===== src/rtl/icc_pkg.sv =====
package icc_pkg;
   // Register map of the chop-control block
   localparam logic [7:0] ICC_SLOT_A_POLARITY_ADDR = 8'h17;
   localparam logic [7:0] ICC_SLOT_B_POLARITY_ADDR = 8'h1d;
   localparam logic [7:0] ICC_SIGN_MATH_ADDR = 8'h58;
   localparam int ICC_REG_W = 16;
   localparam logic [15:0] ICC_REG_RESET = 16'h0000;

   // Field positions
   localparam int ICC_POLARITY_LSB = 0;
   localparam int ICC_A_FIRST_SECOND_LSB = 1;
   localparam int ICC_B_FIRST_SECOND_LSB = 5;
   localparam int ICC_A_THIRD_FOURTH_LSB = 8;
   localparam int ICC_B_THIRD_FOURTH_LSB = 10;

   // Pulses in one repeating group
   localparam int ICC_GROUP_LEN = 4;

   // Slot codes on the slot select input
   localparam logic ICC_SLOT_A = 1'b0;
   localparam logic ICC_SLOT_B = 1'b1;

   // Sample sequencing states
   typedef enum logic [1:0]
   {
      ICC_IDLE = 2'b01,
      ICC_RUN = 2'b10
   } icc_state_t;

   // Per-slot chop settings: bit n of each field is pulse n+1 of a group
   typedef struct packed
   {
      logic [3:0] reverse;
      logic [3:0] subtract;
   } icc_slot_cfg_t;

   // Register access request
   typedef struct packed
   {
      logic wr;
      logic rd;
      logic [7:0] addr;
      logic [15:0] wdata;
   } icc_reg_req_t;
endpackage


===== src/rtl/icc_chop_control.sv =====
`timescale 1ns/1ps
module icc_chop_control
   import icc_pkg::*;
#(
   parameter int DATA_W = 14,
   parameter int ACC_W = 20
)
(
   input wire logic clock,
   input wire logic reset_n,
   input wire logic reg_wr,
   input wire logic reg_rd,
   input wire logic [7:0] reg_addr,
   input wire logic [15:0] reg_wdata,
   output logic [15:0] reg_rdata_reg,
   output logic reg_rvalid_reg,
   input wire logic sample_start,
   input wire logic sample_slot,
   input wire logic pulse_done,
   input wire logic [DATA_W-1:0] pulse_data,
   input wire logic sample_end,
   output logic integ_reverse_reg,
   output logic [1:0] pulse_pos_reg,
   output logic signed [ACC_W-1:0] sample_sum_reg,
   output logic sample_valid_reg,
   output logic sample_slot_reg,
   output logic busy_reg
);

   // Elaboration check: the sum needs headroom above a single pulse result
   if (DATA_W < 1 || ACC_W <= DATA_W)
   begin
      $error("icc_chop_control: ACC_W must exceed DATA_W");
   end

   ////////////////////////////////////////////////////////////////////////////
   // Register file

   icc_reg_req_t req;
   logic [15:0] slot_a_pulse_polarity_reg;
   logic [15:0] slot_b_pulse_polarity_reg;
   logic [15:0] pulse_sign_math_control_reg;

   assign req = '{wr: reg_wr, rd: reg_rd, addr: reg_addr, wdata: reg_wdata};

   // Full 16-bit words are kept so software reads back what it wrote
   always_ff @(posedge clock or negedge reset_n)
   begin
      if (!reset_n)
      begin
         slot_a_pulse_polarity_reg <= ICC_REG_RESET;
         slot_b_pulse_polarity_reg <= ICC_REG_RESET;
         pulse_sign_math_control_reg <= ICC_REG_RESET;
      end
      else if (req.wr)
      begin
         case (req.addr)
            ICC_SLOT_A_POLARITY_ADDR: slot_a_pulse_polarity_reg <= req.wdata;
            ICC_SLOT_B_POLARITY_ADDR: slot_b_pulse_polarity_reg <= req.wdata;
            ICC_SIGN_MATH_ADDR: pulse_sign_math_control_reg <= req.wdata;
            default: ;
         endcase
      end
   end

   // Read answer one cycle after the strobe; unmapped addresses read zero
   always_ff @(posedge clock or negedge reset_n)
   begin
      if (!reset_n)
      begin
         reg_rdata_reg <= 16'h0000;
         reg_rvalid_reg <= 1'b0;
      end
      else
      begin
         reg_rvalid_reg <= req.rd;
         if (req.rd)
         begin
            case (req.addr)
               ICC_SLOT_A_POLARITY_ADDR: reg_rdata_reg <= slot_a_pulse_polarity_reg;
               ICC_SLOT_B_POLARITY_ADDR: reg_rdata_reg <= slot_b_pulse_polarity_reg;
               ICC_SIGN_MATH_ADDR: reg_rdata_reg <= pulse_sign_math_control_reg;
               default: reg_rdata_reg <= 16'h0000;
            endcase
         end
      end
   end

   ////////////////////////////////////////////////////////////////////////////
   // Per-slot settings, unpacked into pulse order

   icc_slot_cfg_t cfg_a;
   icc_slot_cfg_t cfg_b;
   icc_slot_cfg_t cfg_cur;

   // Each slot has its own unpacker fed only by its own fields, so one slot's
   // settings cannot leak into the other slot's masks
   icc_slot_unpack #(
      .POL_LSB(ICC_POLARITY_LSB),
      .SIGN12_LSB(ICC_A_FIRST_SECOND_LSB),
      .SIGN34_LSB(ICC_A_THIRD_FOURTH_LSB)
   )
   u_unpack_a
   (
      .polarity_word(slot_a_pulse_polarity_reg),
      .math_word(pulse_sign_math_control_reg),
      .cfg(cfg_a)
   );

   icc_slot_unpack #(
      .POL_LSB(ICC_POLARITY_LSB),
      .SIGN12_LSB(ICC_B_FIRST_SECOND_LSB),
      .SIGN34_LSB(ICC_B_THIRD_FOURTH_LSB)
   )
   u_unpack_b
   (
      .polarity_word(slot_b_pulse_polarity_reg),
      .math_word(pulse_sign_math_control_reg),
      .cfg(cfg_b)
   );

   ////////////////////////////////////////////////////////////////////////////
   // Sample sequencing

   icc_state_t state_reg;
   logic slot_reg;
   logic [1:0] pos_next;

   // The running sample only ever looks at its own slot's settings
   assign cfg_cur = (slot_reg == ICC_SLOT_B) ? cfg_b : cfg_a;
   assign pos_next = pulse_pos_reg + 2'd1;

   always_ff @(posedge clock or negedge reset_n)
   begin
      if (!reset_n)
      begin
         state_reg <= ICC_IDLE;
         slot_reg <= ICC_SLOT_A;
      end
      else
      begin
         case (state_reg)
            ICC_IDLE:
            begin
               if (sample_start)
               begin
                  state_reg <= ICC_RUN;
                  slot_reg <= sample_slot;
               end
            end
            ICC_RUN:
            begin
               if (sample_end)
               begin
                  state_reg <= ICC_IDLE;
               end
            end
            default: state_reg <= ICC_IDLE;
         endcase
      end
   end

   // Position in the four-pulse group and polarity for the coming pulse
   always_ff @(posedge clock or negedge reset_n)
   begin
      if (!reset_n)
      begin
         pulse_pos_reg <= 2'd0;
         integ_reverse_reg <= 1'b0;
         busy_reg <= 1'b0;
      end
      else if (state_reg == ICC_IDLE && sample_start)
      begin
         pulse_pos_reg <= 2'd0;
         busy_reg <= 1'b1;
         if (sample_slot == ICC_SLOT_B)
         begin
            integ_reverse_reg <= cfg_b.reverse[0];
         end
         else
         begin
            integ_reverse_reg <= cfg_a.reverse[0];
         end
      end
      else if (state_reg == ICC_RUN && sample_end)
      begin
         busy_reg <= 1'b0;
         integ_reverse_reg <= 1'b0;
         pulse_pos_reg <= 2'd0;
      end
      else if (state_reg == ICC_RUN && pulse_done)
      begin
         pulse_pos_reg <= pos_next;
         integ_reverse_reg <= cfg_cur.reverse[pos_next];
      end
   end

   ////////////////////////////////////////////////////////////////////////////
   // Signed accumulation of pulse results

   logic signed [ACC_W-1:0] acc_reg;
   logic signed [ACC_W-1:0] term;

   // Zero-extended result, negated for positions marked subtract
   assign term = cfg_cur.subtract[pulse_pos_reg]
      ? -$signed({{(ACC_W-DATA_W){1'b0}}, pulse_data})
      : $signed({{(ACC_W-DATA_W){1'b0}}, pulse_data});

   // Wraps on overflow; the caller sizes ACC_W for its largest pulse count
   // A pulse that lands on the end cycle is dropped, so the sum covers only earlier pulses
   always_ff @(posedge clock or negedge reset_n)
   begin
      if (!reset_n)
      begin
         acc_reg <= '0;
      end
      else if (state_reg == ICC_IDLE && sample_start)
      begin
         acc_reg <= '0;
      end
      else if (state_reg == ICC_RUN && pulse_done && !sample_end)
      begin
         acc_reg <= acc_reg + term;
      end
   end

   // Finished sample, tagged with its slot, shown for one cycle of valid
   always_ff @(posedge clock or negedge reset_n)
   begin
      if (!reset_n)
      begin
         sample_sum_reg <= '0;
         sample_valid_reg <= 1'b0;
         sample_slot_reg <= ICC_SLOT_A;
      end
      else
      begin
         sample_valid_reg <= 1'b0;
         if (state_reg == ICC_RUN && sample_end)
         begin
            sample_sum_reg <= acc_reg;
            sample_valid_reg <= 1'b1;
            sample_slot_reg <= slot_reg;
         end
      end
   end

endmodule

////////////////////////////////////////////////////////////////////////////////
// One slot's fields turned into pulse-ordered masks; bit n of a mask is pulse n+1
module icc_slot_unpack
   import icc_pkg::*;
#(
   parameter int POL_LSB = ICC_POLARITY_LSB,
   parameter int SIGN12_LSB = ICC_A_FIRST_SECOND_LSB,
   parameter int SIGN34_LSB = ICC_A_THIRD_FOURTH_LSB
)
(
   input wire logic [15:0] polarity_word,
   input wire logic [15:0] math_word,
   output icc_slot_cfg_t cfg
);

   logic [1:0] first_second;
   logic [1:0] third_fourth;
   logic [3:0] reverse_mask;
   logic [3:0] subtract_mask;

   // Elaboration check: every field must sit inside its 16-bit register
   if (POL_LSB < 0 || POL_LSB + ICC_GROUP_LEN > ICC_REG_W || SIGN12_LSB < 0 || SIGN12_LSB + 2 > ICC_REG_W
      || SIGN34_LSB < 0 || SIGN34_LSB + 2 > ICC_REG_W)
   begin
      $error("icc_slot_unpack: field position outside the register");
   end

   // Two-bit sign codes of the two pulse pairs
   assign first_second = math_word[SIGN12_LSB +: 2];
   assign third_fourth = math_word[SIGN34_LSB +: 2];

   // A one selects the reversed integration sequence for that pulse, a zero the normal one
   assign reverse_mask = polarity_word[POL_LSB +: ICC_GROUP_LEN];

   // The upper code bit signs the earlier pulse of a pair and the lower bit the later one,
   // so code 01 adds the earlier pulse and subtracts the later
   assign subtract_mask = {third_fourth[0], third_fourth[1], first_second[0], first_second[1]};

   // One assignment for the whole struct keeps a single driver on the output
   assign cfg = '{reverse: reverse_mask, subtract: subtract_mask};
endmodule


===== config.mk =====
export PLATFORM = sky130hd
export DESIGN_NAME = icc_chop_control
export DESIGN_NICKNAME = d
export VERILOG_FILES = /design/src/rtl/icc_pkg.sv /design/src/rtl/icc_chop_control.sv
export SDC_FILE = /design/constraint.sdc
export NUM_CORES = 1
export LEC_CHECK = 0
export BUFFER_PORTS_ARGS = -buffer_cell sky130_fd_sc_hd__buf_2
export CELL_PAD_IN_SITES_DETAIL_PLACEMENT = 1
export CELL_PAD_IN_SITES_GLOBAL_PLACEMENT = 1
export CORE_ASPECT_RATIO = 1.2
export CORE_MARGIN = 4
export CORE_UTILIZATION = 49
export CTS_CLUSTER_DIAMETER = 40
export DETAILED_ROUTE_END_ITERATION = 12
export GPL_TIMING_DRIVEN = 0
export HOLD_SLACK_MARGIN = 0.02
export PLACE_DENSITY = 0.9
export SLEW_MARGIN = 20
export SYNTH_ARGS = -nofsm -noshare
export SYNTH_HDL_FRONTEND = slang
export SYNTH_SLANG_ARGS = --single-unit

===== constraint.sdc =====
create_clock -name clock -period 5.4 [get_ports clock]
set_input_delay 0.54 -clock clock [delete_from_list [all_inputs] [get_ports clock]]
set_output_delay 0.54 -clock clock [all_outputs]
set_load 0.005 [all_outputs]

* Word-level counts from Yosys, hierarchy flattened
Index checks and enable logic that the tools add are counted.
** Cells by class
- Shifts and indexed selects :: 0
- Eq/ne operators :: 7
- Multipliers :: 0
- Mux-type cells :: 22
- Order comparisons :: 2
- Reduce and logical (&&, ||, !) cells :: 13
- Add/sub/neg operators :: 3
- Divide/modulo/power cells :: 0
- Bitwise gates (word level) :: 0
** Operators with widths (count)
- two-way mux 20 bit :: 3
- case mux 16 bit (3 select lines) :: 1
- adder 20 bit :: 1
- negation 14 -> 20 bit :: 1
- == test 8 x 5 -> 1 bit, second input constant :: 2
- two-way mux 2 bit :: 5
- AND reduction 2 bit :: 5
- two-way mux 1 bit :: 9
- == test 8 x 7 -> 1 bit, second input constant :: 1
- two-way mux 8 bit :: 1
- less-than comparator 2 x 3 -> 1 bit, second input constant :: 2
- binary-select mux 1 bit (select 2 bit) :: 2
- logical AND 1 bit :: 4
- != test 2 bit, second input constant :: 2
- case mux 2 bit (2 select lines) :: 1
- nonzero test 2 bit :: 2
- nonzero test 3 bit :: 1
- adder 2 x 1 -> 2 bit, second input constant :: 1
- == test 2 x 1 -> 1 bit, second input constant :: 1
- == test 2 bit, second input constant :: 1
- zero test 1 bit :: 1
** Word-level totals
- Logic and storage cells :: 61
- Memory bits (read-only) :: 0
- Flip-flop bits (word level) :: 114
- Memories kept :: 0
- Bits of input ports :: 46
- Bits in latches :: 0
- Bits in writable memories :: 0
- Output and inout port bits :: 43

* Depth between registers and ports, before layout
- Depth after elaboration :: 7
- Gate-level depth with buffers :: 15
- Mapped depth without buffers :: 13

* By module
A second synthesis with hierarchy kept.
** Second synthesis, totals
- Cell total of the unflattened synthesis :: 527
- Area total of the unflattened synthesis :: 5952.0 um^2
** Modules (own cells, without submodules)
- icc_chop_control :: times used 1, seq. area each 2854.0 um^2, cells an instance 511, area an instance 5831.8 um^2
- icc_slot_unpack :: times used 2, seq. area each 0.0 um^2, cells an instance 8, area an instance 60.1 um^2

* Worst setup path before layout
OpenSTA, ideal clock, no wires.
- Path kind :: register to register
- Start :: register pulse_pos_reg[0]
- End :: register acc_reg[18]
- Path buffers :: 2
- Arrival :: 3610 ps
- Path slack :: 1719 ps
- Library setup time :: 71 ps
- Required time :: 5329 ps
- Stages on the path, launching flop included :: 15
- Period minus slack after synthesis :: 3681 ps
- Path through :: dfrtp_1 clkbuf_1 mux4_2 mux2i_1 clkbuf_1 nor2_1 xor2_1 ha_1 nor2b_1 o21ai_0 o211ai_1 a221oi_1 o31a_1 or4_1 nand4_1
** On the way
- Cells in the longest elaborated chain, start to end :: 6
** RTL lines
- start: declaration :: line icc_chop_control.sv:23 : output logic [1:0] pulse_pos_reg,
- start signal: assignment :: line icc_chop_control.sv:193 : pulse_pos_reg <= pos_next;
- binary-select mux 1 bit (select 2 bit) :: line icc_chop_control.sv:205 : assign term = cfg_cur.subtract[pulse_pos_reg]
- two-way mux 1 bit (not written as such) :: line icc_chop_control.sv:205
- two-way mux 20 bit :: line icc_chop_control.sv:206 : ? -$signed({{(ACC_W-DATA_W){1'b0}}, pulse_data})
- adder 20 bit :: line icc_chop_control.sv:223 : acc_reg <= acc_reg + term;
- two-way mux 20 bit :: line icc_chop_control.sv:221 : else if (state_reg == ICC_RUN && pulse_done && !sample_end)
- two-way mux 20 bit :: line icc_chop_control.sv:217 : else if (state_reg == ICC_IDLE && sample_start)
- end signal: assignment :: line icc_chop_control.sv:223
- end: declaration :: line icc_chop_control.sv:201 : logic signed [ACC_W-1:0] acc_reg;
Every way passes these cells. The select of a mux whose other input is x is not followed.
A chain may end at the register's enable or synchronous reset.

* Worst setup path after layout
Same ends and word-level chain as after synthesis.

==> impl_metrics.toml <==
[synthesis]
synth_edf_count = 0
synth.distinct_cells = 49
synthCells = 517
synth_seq_cells = 114
synthFlopType = "dfrtp_1"
ys_seq_area_share_pct = 48.85
synth_nets = 586
async_reset_ff_share_pct = 100.0
avgSynthCellArea_sq_um = 11.30
yosysWarnings = 0
synth_top_area_share_pct = 48.40
yosysTopAreaCell = "dfrtp_1"
synthTopCellsByArea = "dfrtp_1, mux2_2, ha_1, a222oi_1, nand3_1"
netlist_area_sq_mm = 0.005842

[power]
leakagePower_nw = 3.522
vdd_drop_max_uv = 353.7
p_total_mw = 2.562
pwr_density_cell_mw_per_mm2 = 360.5

[sta]
rsz0062_at_grt = "no"
holdWs_ps = 43.71
slew_headroom_pct = 22.44
skew_ps = 8.509
fin_crit_ps = 4741
tns_ps = 0
finalSetupViolCount = 0
worst_slack_ps = 658.7
finalHoldViolations = 0
period_share_pct = 87.80
fmax_mhz = 210.9
tightest_slew_ps = 1154
slew_viol_final = 0

[layout]
layout-drive-gt1-share_pct = 32.60
area_growth_pct = 21.65
final_cell_mix = "dfrtp_1, buf_2, mux2_2, nand3_1"
final_util_pct = 61.15
antenna_cells = 0
fin_area_sq_mm = 0.007107
n_fill_cell = 1273
finalNonFillerCells = 795
nNetsFinal = 694
final_common_cell = "dfrtp_1"

[floorplan]
fp.dieH_microns = 127.6
die_area_sq_mm = 0.01374
dieWidth_microns = 107.7
row_count = 43
ios = 89
fp.coreArea_sq_mm = 0.01162
initial_core_util_pct = 50.27

[clock_tree]
h-tree-depth = 4
cts.sinks = 114
postCtsHoldBufs = 0
cts_resized = 0
cts_root_buffer = "clkbuf_16"
clk_pin_slew_worst_paths_ps = 60
post_cts_buffers = 0
clockBufferDepth = 2
clk_latency_ps = 420
numCtsBuffers = 17
cts_tree = "done"

[global_route]
grt_max_degree = 71
grt_pass1_vias = 5429
overflow = 0
grt_usage_pct = 28.04
grt_pass1_wl_microns = 29520
antenna_found_initial = 0

[worst_setup_path]
cp_max_fo = 10
worstPathRequired_ps = 5740
critPathKind = "flip-flop to flip-flop"
max_stage_delay_ps = 570
cp.arrival_ps = 5080
path_buf_inv = 2
critPathTopFamily = "compound AO/OA/AOI/OAI gates"
startpoint_type = "flip-flop"
slowest_stage = "mux4_2"
r2r-start = "pulse_pos_reg[0]"
end_kind = "flip-flop"
startpoint = "pulse_pos_reg[0]"
cp_common_cell = "clkbuf_1"
cp_cell_sequence = "clkbuf_1 > mux4_2 > mux2i_1 > clkbuf_1 > nor2_1 > xor2_1 > ha_1 > nor2b_1 > o21ai_0 > o211ai_1 > a221oi_1 > o31a_1 > or4_1 > nand4_1"

[routing]
vias_per_cell = 5.951
firstDrtPassIters = 5
routed_wl_microns = 18180
drc = 0
wire_per_inst_microns = 22.86
drtIter0Drc = 249
drtAntennaViolNets = 0
vias = 4731

[place]
place_ws_ps = 782.4
place.gp.congestion = 0.9244
dpl-instance-area_sq_mm = 0.006513
hpwl_microns = 12130
dp_cells = 763
portBuffers = 88

[min_path]
hp-class = "input pin to asynchronous set/reset pin"

[run]
cap_violations = 0

[status]
status = "completed"
-- Yosys cell counts, types with 3 or more instances --
cell,number
nand4_1,6
nand2b_1,3
nor3_1,5
dfrtp_1,113
a222oi_1,16
mux2i_1,5
inv_1,27
clkbuf_1,20
o21ai_0,27
nor2_1,20
mux2_2,70
a31oi_1,5
mux4_2,4
a21oi_1,25
xnor2_1,12
ha_1,22
xor2_1,16
nand3_1,28
nand2_1,26
a21o_1,10
o31ai_1,5
o22ai_1,18
-- where the power goes --
group	switching, mW	internal, mW	total (mW)
Combinational	0.258	0.183	0.441
Sequential	0.0560	0.927	0.983
Clock	0.447	0.691	1.14
Total	0.761	1.80	2.56
-- layout make-up --
class	count	area (sq um)	share of cell area (%)
Sequential cell	114	2854	40.16
Multi-Input combinational cell	353	2791	39.28
Timing Repair Buffer	89	474.2	6.673
Clock buffer	17	425.4	5.986
Tap cell	157	196.4	2.764
Clock inverter	15	168.9	2.377
Inverter	27	101.3	1.426
Buffer	23	95.09	1.338
-- cells by family (layout without fill, tap and decap cells) --
family	after synthesis	in the layout	synth area share, %
fa+ha+maj	23	23	5.055
compound gates	117	117	13.15
mux	79	79	15.89
flops	114	114	48.85
xor+xnor	28	28	4.198
buf+inv	50	171	3.362
simple gates	106	106	9.488
-- worst register-to-register path, stage by stage, from the launching register on --
cell      delay [ps]
dfrtp_1          350
clkbuf_1         310
mux4_2           570
mux2i_1          450
clkbuf_1         460
nor2_1           160
xor2_1           190
ha_1             370
nor2b_1          150
o21ai_0          100
o211ai_1         360
a221oi_1         230
o31a_1           400
or4_1            450
nand4_1          120
-- final timing paths --
path | endpoint | slack, ps | cells past startpoint
max in group asynchronous | state_reg[0] | 4630 | 2
max | acc_reg[18] | 660 | 14
min in group clock | reg_rvalid_reg | 270 | 1
min | acc_reg[5] | 40 | 1
max reg2reg | acc_reg[18] | 660 | 14
min reg2reg | sample_sum_reg[10] | 500 | 1
-- per-layer routing --
| metal | vias up | GRT usage [%] | share of wire (%) |
|---|---|---|---|
| met5 | - | 0 | 0 |
| met4 | 0 | 11.00 | 3.0 |
| met3 | 54 | 5.912 | 4.7 |
| met2 | 166 | 51.98 | 55 |
| met1 | 2382 | 30.95 | 37 |
| li1 | 2129 | - | - |
No activity file was read; power rests on OpenSTA's default activity.
